--- config.mk ---
export PLATFORM = sky130hd
export DESIGN_NAME = iop_ctrl
export DESIGN_NICKNAME = d
export VERILOG_FILES = /design/src/rtl/iop_pkg.sv /design/src/rtl/iop_ctrl.sv
export VERILOG_INCLUDE_DIRS = /design/src /design/src/rtl
export SDC_FILE = /design/constraint.sdc
export NUM_CORES = 1
export LEC_CHECK = 0
export ABC_AREA = 1
export BUFFER_PORTS_ARGS = -buffer_cell sky130_fd_sc_hd__buf_4
export CAP_MARGIN = 20
export CORE_ASPECT_RATIO = 1.2
export CORE_MARGIN = 8
export CORE_UTILIZATION = 50
export CTS_CLUSTER_DIAMETER = 50
export CTS_CLUSTER_SIZE = 40
export DETAILED_ROUTE_END_ITERATION = 6
export PLACE_DENSITY = 0.77
export SYNTH_ARGS = -nofsm -noshare
export SYNTH_HDL_FRONTEND = slang
export SYNTH_SLANG_ARGS = --single-unit
--- constraint.sdc ---
create_clock -name clk_i -period 1.6 [get_ports clk_i]
set_input_delay 0.08 -clock clk_i [delete_from_list [all_inputs] [get_ports clk_i]]
set_output_delay 0.08 -clock clk_i [all_outputs]
set_load 0.02 [all_outputs]
--- src/rtl/iop_cfg.svh ---
// Register offsets, field positions, reset values and timing counts of the IO protection control block
`ifndef IOP_CFG_SVH
`define IOP_CFG_SVH

// ------------------------------------------------------------
// Register word indices; the byte offset is four times the index
// ------------------------------------------------------------
`define IOP_OFS_CTRL     4'h0
`define IOP_OFS_FLUSH    4'h1
`define IOP_OFS_STATUS   4'h2
`define IOP_OFS_MASK     4'h3
`define IOP_OFS_FAIL     4'h4

// ------------------------------------------------------------
// Control field positions
// ------------------------------------------------------------
`define IOP_CTL_EN       0
`define IOP_CTL_PM_LO    1
`define IOP_CTL_CE       3
`define IOP_CTL_GS       4
`define IOP_CTL_DM       5
`define IOP_CTL_WP       6
`define IOP_CTL_AU       7
`define IOP_CTL_HP_LO    8
`define IOP_CTL_SIV      10
`define IOP_CTL_DP       11

// ------------------------------------------------------------
// Flush field positions, status bits
// ------------------------------------------------------------
`define IOP_FL_ALL       0
`define IOP_FL_GRP       1
`define IOP_FL_SEL_LO    4
`define IOP_ST_TE        0
`define IOP_ST_AD        1
`define IOP_ST_FL        2
`define IOP_ST_FC        3
`define IOP_ST_DE        4
`define IOP_ST_PE        5

// ------------------------------------------------------------
// Reset values and timing
// ------------------------------------------------------------
`define IOP_CTRL_RST     12'h000
`define IOP_MASK_RST     6'h00
`define IOP_PM_BITMAP    2'h0
`define IOP_PM_IOMMU     2'h1
`define IOP_FLUSH_CYC    6'h20
`define IOP_EN_DELAY     2'h2

`endif

--- src/rtl/iop_pkg.sv ---
// Types shared by the IO protection control block
package iop_pkg;
	// Access decision request from the checking datapath
	typedef struct packed {
		logic        valid;
		logic        write;
		logic [31:0] addr;
		logic [3:0]  initiator;
		logic [3:0]  group;
		logic        in_window;
		logic        grp_active;
		logic        grp_pass;
		logic        bitmap_ok;
	} iop_req_t;

	// Lookup control towards the cache/TLB and table fetch engine
	typedef struct packed {
		logic       prefetch_en;
		logic       keep_invalid;
		logic [1:0] fetch_hprot;
		logic       cache_en;
		logic       group_in_set;
		logic [1:0] scheme;
	} iop_lookup_t;

	// Flush sequencer states
	typedef enum logic [1:0] {
		IOP_FL_IDLE,
		IOP_FL_RUN,
		IOP_FL_DONE
	} iop_flush_state_t;
endpackage

--- src/rtl/iop_ctrl.sv ---
// IO protection control, flush, status and mask registers with access decision
// Operation
// - Prefetch_off set blocks all prefetching
// - Keep_invalid_entries buffers invalid page entries
// - Table fetch HPROT[3:2] from control field
// - Failing register updates per log_every_denial policy
// - Write_only_check lets reads pass unchecked
// - IOMMU mode ignores write_only_check
// - Diagnostic_request enters diagnostic mode, stops forwarding
// - Group_in_set_index adds group to set address
// - Lookup buffer runs only when enabled
// - Protection_scheme selects bitmap or IOMMU mode
// - Unit_on enables; readback shows effective state
// - Unit_on change held off while busy
// - Group flush uses select field, self-clears
// - Whole flush reads one until finished
// - Purge_begun_flag sticky, write one clears
// - Flush_done_flag sticky, write one clears
// - Access_refused_flag sticky on denial
// - Table fetch error sets lookup_fault, blocks
// - Parity error sets sticky ram_parity_flag
// - Diag_active_flag shows diagnostic mode
// - Parity mask raises interrupt on rise
// - Mask bits three to zero gate flags
// - Failing register holds address, write, initiator
`timescale 1ns/1ps
`include "iop_cfg.svh"

module iop_ctrl (
	input  wire logic               clk_i,          // System clock
	input  wire logic               rst_i,          // Synchronous reset
	// Wishbone slave
	input  wire logic               wb_cyc_i,
	input  wire logic               wb_stb_i,
	input  wire logic               wb_we_i,
	input  wire logic [7:0]         wb_adr_i,
	input  wire logic [3:0]         wb_sel_i,
	input  wire logic [31:0]        wb_dat_i,
	output logic      [31:0]        wb_dat_o,
	output logic                    wb_ack_o,
	// Access checking
	input  wire iop_pkg::iop_req_t  req_i,          // Access to decide this cycle
	input  wire logic               fetch_err_i,    // ERROR on table fetch
	input  wire logic               parity_err_i,   // Cache RAM parity error
	input  wire logic               busy_i,         // Datapath occupied
	output logic                    grant_o,        // Access forwarded
	output logic                    deny_o,         // Access blocked
	output logic                    check_o,        // Access was checked
	output iop_pkg::iop_lookup_t    lookup_o,       // Lookup engine control
	output logic      [3:0]         flush_set_o,    // Set address of flush
	output logic                    flush_grp_o,    // Flush limited to a group
	output logic                    flush_busy_o,   // Flush in progress
	output logic      [3:0]         set_group_o,    // Group part of set address
	output logic                    irq_o           // Interrupt
);

	// ------------------------------------------------------------
	// Register state
	// ------------------------------------------------------------
	logic [11:0]  ctrl_q;          // Control bits 11:0, bit 0 is request
	logic         en_q;            // Effective unit enable
	logic [1:0]   en_cnt_q;        // Enable settle counter
	logic [5:0]   stat_q;          // Sticky flags, bit 4 unused here
	logic         diag_q;          // Effective diagnostic mode
	logic [5:0]   mask_q;          // Interrupt masks
	logic [31:0]  fail_q;          // Failing access record
	logic [5:0]   stat_prev_q;     // Flags last cycle, for rise detect
	logic         all_q;           // Whole flush command pending
	logic         grp_q;           // Group flush command pending
	logic [3:0]   fsel_q;          // Flush group select
	logic [5:0]   fcnt_q;          // Flush walk counter
	iop_pkg::iop_flush_state_t fst_q; // Flush sequencer

	// ------------------------------------------------------------
	// Bus decode
	// ------------------------------------------------------------
	logic        wr_hit;           // Write strobe this cycle
	logic [3:0]  wr_idx;           // Register index
	logic [31:0] rd_val;           // Read mux

	// Register index of a byte address; unaligned falls out of map
	function automatic logic [3:0] reg_idx(input logic [7:0] a);
		reg_idx = (a[1:0] == 2'h0 && a[7:5] == 3'h0) ? a[5:2] : 4'hf;
	endfunction

	assign wr_hit = wb_cyc_i && wb_stb_i && wb_we_i && !wb_ack_o && wb_sel_i[0];
	assign wr_idx = reg_idx(wb_adr_i);

	// Read mux; unmapped addresses read zero
	always_comb begin
		rd_val = 32'h0000_0000;
		case (reg_idx(wb_adr_i))
			`IOP_OFS_CTRL:   rd_val = {20'h00000, ctrl_q[11:1], en_q};
			`IOP_OFS_FLUSH:  rd_val = {24'h000000, fsel_q, 2'h0, grp_q, all_q};
			`IOP_OFS_STATUS: rd_val = {26'h0000000, stat_q[5], diag_q, stat_q[3:0]};
			`IOP_OFS_MASK:   rd_val = {26'h0000000, mask_q};
			`IOP_OFS_FAIL:   rd_val = fail_q;
			default:         rd_val = 32'h0000_0000;
		endcase
	end

	// Ack one cycle after the request, dropped the cycle after
	always_ff @(posedge clk_i) begin
		if (rst_i) begin
			wb_ack_o <= 1'b0;
			wb_dat_o <= 32'h0000_0000;
		end else begin
			wb_ack_o <= wb_cyc_i && wb_stb_i && !wb_ack_o;
			wb_dat_o <= rd_val;
		end
	end

	// ------------------------------------------------------------
	// Control register
	// ------------------------------------------------------------
	// Only the low byte lanes carry fields; byte 1 holds bits 11:8
	always_ff @(posedge clk_i) begin
		if (rst_i) begin
			ctrl_q <= `IOP_CTRL_RST;
		end else if (wr_hit && wr_idx == `IOP_OFS_CTRL) begin
			ctrl_q[7:0] <= wb_dat_i[7:0];
			if (wb_sel_i[1]) begin
				ctrl_q[11:8] <= wb_dat_i[11:8];
			end
		end
	end

	// Diagnostic mode follows request once datapath is quiet
	always_ff @(posedge clk_i) begin
		if (rst_i) begin
			diag_q <= 1'b0;
		end else if (!ctrl_q[`IOP_CTL_DM]) begin
			diag_q <= 1'b0;
		end else if (!busy_i && fst_q == iop_pkg::IOP_FL_IDLE) begin
			diag_q <= 1'b1;
		end
	end

	// Enable takes effect after a settle delay, held off while busy
	always_ff @(posedge clk_i) begin
		if (rst_i) begin
			en_q     <= 1'b0;
			en_cnt_q <= 2'h0;
		end else if (ctrl_q[`IOP_CTL_EN] == en_q || diag_q || busy_i
			|| fst_q != iop_pkg::IOP_FL_IDLE) begin
			en_cnt_q <= 2'h0;
		end else if (en_cnt_q == `IOP_EN_DELAY) begin
			en_q     <= ctrl_q[`IOP_CTL_EN];
			en_cnt_q <= 2'h0;
		end else begin
			en_cnt_q <= en_cnt_q + 2'h1;
		end
	end

	// ------------------------------------------------------------
	// Lookup engine control
	// ------------------------------------------------------------
	// Registered so every output comes from a flop
	always_ff @(posedge clk_i) begin
		if (rst_i) begin
			lookup_o    <= '0;
			set_group_o <= 4'h0;
		end else begin
			lookup_o.prefetch_en  <= !ctrl_q[`IOP_CTL_DP];
			// Invalid entries only kept when a buffer is running
			lookup_o.keep_invalid <= ctrl_q[`IOP_CTL_SIV] && ctrl_q[`IOP_CTL_CE];
			lookup_o.fetch_hprot  <= ctrl_q[`IOP_CTL_HP_LO +: 2];
			lookup_o.cache_en     <= ctrl_q[`IOP_CTL_CE];
			lookup_o.group_in_set <= ctrl_q[`IOP_CTL_GS];
			lookup_o.scheme       <= ctrl_q[`IOP_CTL_PM_LO +: 2];
			set_group_o <= ctrl_q[`IOP_CTL_GS] ? req_i.group : 4'h0;
		end
	end

	// ------------------------------------------------------------
	// Access decision
	// ------------------------------------------------------------
	logic need_chk;   // Access must be checked
	logic chk_fail;   // Check refuses it
	logic do_deny;    // Denied this cycle
	logic do_fault;   // Fetch error blocks it

	always_comb begin
		need_chk = 1'b0;
		chk_fail = 1'b0;
		if (ctrl_q[`IOP_CTL_PM_LO +: 2] == `IOP_PM_IOMMU) begin
			// Write-only check ignored here
			need_chk = req_i.in_window && req_i.grp_active && !req_i.grp_pass;
			chk_fail = !req_i.grp_active || (need_chk && !req_i.bitmap_ok);
		end else begin
			need_chk = req_i.grp_active && !req_i.grp_pass
				&& !(ctrl_q[`IOP_CTL_WP] && !req_i.write);
			chk_fail = !req_i.grp_active || (need_chk && !req_i.bitmap_ok);
		end
	end

	assign do_fault = en_q && req_i.valid && !diag_q && fetch_err_i;
	assign do_deny  = en_q && req_i.valid && !diag_q && (chk_fail || fetch_err_i);

	// Grant/deny strobes; nothing forwarded in diagnostic mode
	always_ff @(posedge clk_i) begin
		if (rst_i) begin
			grant_o <= 1'b0;
			deny_o  <= 1'b0;
			check_o <= 1'b0;
		end else begin
			grant_o <= req_i.valid && !diag_q && !do_deny;
			deny_o  <= do_deny;
			check_o <= en_q && req_i.valid && !diag_q && need_chk;
		end
	end

	// Failing record kept under the update policy
	always_ff @(posedge clk_i) begin
		if (rst_i) begin
			fail_q <= 32'h0000_0000;
		end else if (do_deny && (ctrl_q[`IOP_CTL_AU] || !stat_q[`IOP_ST_AD])) begin
			fail_q <= {req_i.addr[31:5], req_i.write, req_i.initiator};
		end
	end

	// ------------------------------------------------------------
	// Flush sequencer
	// ------------------------------------------------------------
	logic fl_start;   // A flush begins this cycle
	logic fl_end;     // A flush finishes this cycle

	assign fl_start = fst_q == iop_pkg::IOP_FL_IDLE && (all_q || grp_q);
	assign fl_end   = fst_q == iop_pkg::IOP_FL_DONE;

	// Commands latch on write of one and self-clear at completion
	always_ff @(posedge clk_i) begin
		if (rst_i) begin
			all_q  <= 1'b0;
			grp_q  <= 1'b0;
			fsel_q <= 4'h0;
		end else if (fl_end) begin
			all_q <= 1'b0;
			grp_q <= 1'b0;
		end else if (wr_hit && wr_idx == `IOP_OFS_FLUSH && fst_q == iop_pkg::IOP_FL_IDLE) begin
			all_q  <= wb_dat_i[`IOP_FL_ALL];
			grp_q  <= wb_dat_i[`IOP_FL_GRP];
			fsel_q <= wb_dat_i[`IOP_FL_SEL_LO +: 4];
		end
	end

	// Walk of the cache lines; a group flush touches one set slice
	always_ff @(posedge clk_i) begin
		if (rst_i) begin
			fst_q  <= iop_pkg::IOP_FL_IDLE;
			fcnt_q <= 6'h00;
		end else begin
			case (fst_q)
				iop_pkg::IOP_FL_IDLE: begin
					fcnt_q <= 6'h00;
					if (fl_start) begin
						fst_q <= iop_pkg::IOP_FL_RUN;
					end
				end
				iop_pkg::IOP_FL_RUN: begin
					fcnt_q <= fcnt_q + 6'h01;
					if (grp_q && !all_q || fcnt_q == `IOP_FLUSH_CYC - 6'h01) begin
						fst_q <= iop_pkg::IOP_FL_DONE;
					end
				end
				iop_pkg::IOP_FL_DONE: fst_q <= iop_pkg::IOP_FL_IDLE;
				default:              fst_q <= iop_pkg::IOP_FL_IDLE;
			endcase
		end
	end

	// Flush outputs to the lookup store
	always_ff @(posedge clk_i) begin
		if (rst_i) begin
			flush_busy_o <= 1'b0;
			flush_grp_o  <= 1'b0;
			flush_set_o  <= 4'h0;
		end else begin
			flush_busy_o <= fst_q == iop_pkg::IOP_FL_RUN;
			flush_grp_o  <= grp_q && !all_q;
			flush_set_o  <= (grp_q && !all_q) ? fsel_q : fcnt_q[3:0];
		end
	end

	// ------------------------------------------------------------
	// Sticky status flags
	// ------------------------------------------------------------
	logic [5:0] set_ev;   // Hardware set events
	logic [5:0] clr_ev;   // Software clear by writing one

	assign set_ev = {parity_err_i, 1'b0, fl_end, fl_start, do_deny, do_fault};
	assign clr_ev = (wr_hit && wr_idx == `IOP_OFS_STATUS) ? (wb_dat_i[5:0] & 6'h2f) : 6'h00;

	// Set wins over a clear in the same cycle
	genvar g;
	generate
		for (g = 0; g < 6; g++) begin : g_flag
			always_ff @(posedge clk_i) begin
				if (rst_i) begin
					stat_q[g] <= 1'b0;
				end else if (set_ev[g]) begin
					stat_q[g] <= 1'b1;
				end else if (clr_ev[g]) begin
					stat_q[g] <= 1'b0;
				end
			end
		end
	endgenerate

	// ------------------------------------------------------------
	// Masks and interrupt
	// ------------------------------------------------------------
	always_ff @(posedge clk_i) begin
		if (rst_i) begin
			mask_q <= `IOP_MASK_RST;
		end else if (wr_hit && wr_idx == `IOP_OFS_MASK) begin
			mask_q <= wb_dat_i[5:0] & 6'h2f;
		end
	end

	// One-cycle pulse on a masked zero-to-one flag transition
	always_ff @(posedge clk_i) begin
		if (rst_i) begin
			stat_prev_q <= 6'h00;
			irq_o       <= 1'b0;
		end else begin
			stat_prev_q <= stat_q;
			irq_o <= |(stat_q & ~stat_prev_q & mask_q);
		end
	end

	// ------------------------------------------------------------
	// Checks
	// ------------------------------------------------------------
	a_flag_set_wins: assert property (@(posedge clk_i) disable iff (rst_i)
		do_deny |=> stat_q[`IOP_ST_AD]) else $error("Denial did not set flag");
	a_flag_clear: assert property (@(posedge clk_i) disable iff (rst_i)
		clr_ev[`IOP_ST_FC] && !set_ev[`IOP_ST_FC] |=> !stat_q[`IOP_ST_FC]) else $error("Flag not cleared");
	a_flush_begin: assert property (@(posedge clk_i) disable iff (rst_i)
		fl_start |=> stat_q[`IOP_ST_FL] && fst_q == iop_pkg::IOP_FL_RUN) else $error("Flush start lost");
	a_flush_ends: assert property (@(posedge clk_i) disable iff (rst_i)
		fl_start |-> ##[2:34] !all_q && !grp_q) else $error("Flush never finished");
	a_diag_blocks: assert property (@(posedge clk_i) disable iff (rst_i)
		diag_q |=> !grant_o) else $error("Access forwarded in diagnostic mode");
	a_fail_policy: assert property (@(posedge clk_i) disable iff (rst_i)
		do_deny && !ctrl_q[`IOP_CTL_AU] && stat_q[`IOP_ST_AD] |=> $stable(fail_q)) else $error("Record overwritten");
	a_irq_parity: assert property (@(posedge clk_i) disable iff (rst_i)
		$rose(stat_q[`IOP_ST_PE]) && mask_q[5] |=> irq_o) else $error("Parity interrupt missing");
	a_en_hold: assert property (@(posedge clk_i) disable iff (rst_i)
		diag_q |=> $stable(en_q)) else $error("Enable changed in diagnostic mode");
	a_iommu_wp: assert property (@(posedge clk_i) disable iff (rst_i)
		ctrl_q[2:1] == `IOP_PM_IOMMU && req_i.in_window && req_i.grp_active && !req_i.grp_pass
		|-> need_chk) else $error("IOMMU access not checked");
	a_prefetch: assert property (@(posedge clk_i) disable iff (rst_i)
		ctrl_q[`IOP_CTL_DP] |=> !lookup_o.prefetch_en) else $error("Prefetch left on");
	// A group flush walks a single set slice, so it must end quickly
	a_group_flush: assert property (@(posedge clk_i) disable iff (rst_i)
		fl_start && grp_q && !all_q |-> ##2 fl_end) else $error("Group flush too long");
	// Same-cycle set and clear must leave the flag standing
	a_set_beats_clr: assert property (@(posedge clk_i) disable iff (rst_i)
		set_ev[`IOP_ST_AD] && clr_ev[`IOP_ST_AD] |=> stat_q[`IOP_ST_AD]) else $error("Event lost to clear");
	// Lookup store stays off while its enable bit is low
	a_cache_off: assert property (@(posedge clk_i) disable iff (rst_i)
		!ctrl_q[`IOP_CTL_CE] |=> !lookup_o.cache_en && !lookup_o.keep_invalid) else $error("Cache left on");
	// Diagnostic flag drops once the request is withdrawn
	a_diag_leave: assert property (@(posedge clk_i) disable iff (rst_i)
		!ctrl_q[`IOP_CTL_DM] |=> !diag_q) else $error("Diagnostic mode kept");

endmodule

==> impl_metrics.json <==
{
  "status": "complete, but fails checks",
  "failed_checks": "negative hold slack",
  "synthSimpleGateAreaFrac_pct": 32.8,
  "tightest_slew_ns": 0.349,
  "p_seq_share_pct": 42.0,
  "crit_path_top_delay_cell": "dfxtp_2",
  "p_sw_mw": 1.65,
  "finalNonFillerCells": 1054,
  "synth_mux_area_share_pct": 0,
  "path_max_fanout": 32,
  "drc_errors": 0,
  "num_rows": 41,
  "worstSetupStartpointType": "register",
  "clk_path_buf_depth": 2,
  "fmax_ghz": 0.694,
  "hold_violations": 1,
  "root_buffer": "clkbuf_16",
  "leakagePower_nw": 3.59,
  "cp_top_family": "simple AND/OR/NAND/NOR gates",
  "slowest_delay_ns": 0.39,
  "syn_avg_cell_area_um2": 7.24,
  "cts_tree": "done",
  "grt_antenna_before_repair": 0,
  "fin_ws_ns": 0.159,
  "start_util_pct": 51.3,
  "drtAntennaViolNets": 0,
  "vias": 5288,
  "ir_worst_vdd_mv": 0.669,
  "drtIter0Drc": 313,
  "yosys_warnings": 0,
  "grt_start_max_net_pins": 64,
  "die_y_um": 130,
  "grt_pass1_vias": 5166,
  "finalMaxSlewViolations": 0,
  "p_int_mw": 6.21,
  "synth_cell_type_count": 35,
  "path_class": "reg2reg",
  "synth_top_area_share_pct": 48.8,
  "grt_overflow": 0,
  "numCtsBuffers": 17,
  "timing.final.crit_share_pct": 90.0,
  "finalSetupTns_ns": 0,
  "whs_ns": -0.000659,
  "p_per_area_nw_per_um2": 1040,
  "syn_area_um2": 5420,
  "syn_to_final_growth_pct": 39.0,
  "yosysTopAreaCell": "dfxtp_1",
  "rrSetupSlack_ns": 0.16,
  "synth-edff-count": 0,
  "min_period_ns": 1.44,
  "cp_cell_sequence": "nand3_1 -> nand2_1 -> nand3_1 -> nand2_2 -> nand3_2 -> buf_12 -> nand2_1 -> inv_1 -> nor2_1",
  "p_comb_share_pct": 5.6,
  "synth.area.top_cells": "dfxtp_1, nand2_1, inv_1, nor2_1, nand4_1",
  "routabilityCongestion": 0.948,
  "synth_top_family_by_area": "simple AND/OR/NAND/NOR gates",
  "wl_per_cell_um": 14.3,
  "maxCapViolCount": 0,
  "preCtsSetupSlack_ns": 0.105,
  "hp-class": "in2reg",
  "clkSlewWorstSetupHoldPaths_ns": 0.06,
  "switching_share_pct": 21.0,
  "htreeDepth": 4,
  "synth_fa_ha_area_share_pct": 0.462,
  "drt-pass1-iter-count": 5,
  "yosysSeqAreaShare_pct": 48.8,
  "crit_path_end_kind": "register",
  "syn_inst": 749,
  "postRouteWirelength_um": 15100,
  "ys_ff_latch": 132,
  "nets": 1012,
  "io_pins": 153,
  "dieWidth_um": 111,
  "grt_usage_pct": 20.8,
  "antenna_cells": 0,
  "cts.sinks": 132,
  "final_common_cell": "nand2_1",
  "finalSetupViolCount": 0,
  "cp.required_ns": 1.94,
  "synth_compound_area_share_pct": 4.20,
  "clk-insertion-delay-late_ns": 0.42,
  "core_um2": 10600,
  "hpwl_um": 10200,
  "dieArea_um2": 14400,
  "relSlewSlack_pct": 76.7,
  "p_clk_share_pct": 52.5,
  "portBuffers": 125,
  "final_cell_mix": "nand2_1, inv_1, buf_4",
  "n_fill_cell": 807,
  "path_buf_inv": 2,
  "fin_skew_ns": 0.0114,
  "synthArstFlopShare_pct": 0,
  "grt_setup_unrepaired": "false",
  "routed_via_density": 5.02,
  "synthXorXnorAreaFrac_pct": 0.162,
  "crit_arrival_ns": 1.78,
  "syn_nets": 849,
  "drive_above_1_share_pct": 21.0,
  "grt_pass1_wl_um": 24500,
  "dp.cells": 983,
  "synth_top_flop_cell": "dfxtp_1"
}
-- final timing paths --
path	depth (start not counted)	to	start
setup / recovery	9	fail_q[2]	ctrl_q[1]
hold / removal	5	fail_q[29]	req_i[41]
setup reg to reg	9	fail_q[2]	ctrl_q[1]
hold reg to reg	1	en_cnt_q[0]	en_cnt_q[0]
-- cell families after synthesis --
logic type      after synthesis
fa+ha+maj                     2
flops                       132
compound gates               42
simple gates                394
buf+inv                     178
xor+xnor                      1
-- worst register-to-register path: stages, from the launching register on --
cell and delay, ns:
dfxtp_2 0.39, nand3_1 0.09, nand2_1 0.12, nand3_1 0.11, nand2_2 0.14, nand3_2 0.10
buf_12 0.18, nand2_1 0.07, inv_1 0.04, nor2_1 0.12
-- per-stage QoR --
step,hold WS (ns),cell area (um^2),power (mW),util (%)
floorplan,0.190,5420,3.52,-
global placement,0.295,6500,3.72,61.6
detailed placement,0.303,6500,3.72,61.6
CTS,0.00304,7530,7.89,71.2
global route,0.0337,7540,8.09,71.3
finish,-0.000659,7540,7.86,71.3
-- area by class of cell --
type / count / area, um^2 / share of cell area (%)
inverter: 143 / 537 / 7.12
tap: 129 / 161 / 2.14
sequential: 132 / 2650 / 35.1
clock inverter: 13 / 180 / 2.39
clock buffer: 19 / 453 / 6.01
multi-input combinational: 439 / 2040 / 27.1
timing repair buffer: 179 / 1520 / 20.1
-- synthesized netlist by cell type (5+ instances only) --
cell type and n:
a21oi_1 24, inv_1 137, nor2_4 5, nor2_1 114, nor3_1 25, nand3_1 28
nand4_1 50, clkbuf_1 10, buf_6 6, o21ai_0 12, buf_2 12, nand2_1 157
dfxtp_1 132
-- what timing repair did --
action,4_1_cts,5_1_grt
hold buffers,39,0
setup buffers,0,0
endpoints found under the hold margin,48,0
setup endpoints to repair,0,24
resized for setup,0,3
-- state kept, by name, summed over array words and instances (netlist names), 2 cells and up --
name and count:
fail_q 32, ctrl_q 12, flush_set_o 4, en_cnt_q 2
set_group_o 4, mask_q 5, fcnt_q 6, wb_dat_o 32
stat_prev_q 5, stat_q 5, fsel_q 4, lookup_o 8
fst_q 2
-- per-layer routing --
metal | vias to the layer above | global-route usage (%) | wire length (um)
met5 | - | 0 | 0
met4 | 0 | 8.25 | 264
met3 | 23 | 6.98 | 1220
met2 | 203 | 35.9 | 7580
met1 | 2425 | 23.3 | 6000
li1 | 2637 | - | -
-- power by group through the flow --
stage	Combinational, mW	Clock [mW]	Sequential, mW
after floorplan	0.146	0	3.37
after global placement	0.347	0	3.37
after detailed placement	0.351	0	3.37
after CTS	0.430	4.16	3.30
after global routing	0.470	4.32	3.30
final	0.437	4.12	3.30
No activity file was read; power rests on OpenSTA's default activity.
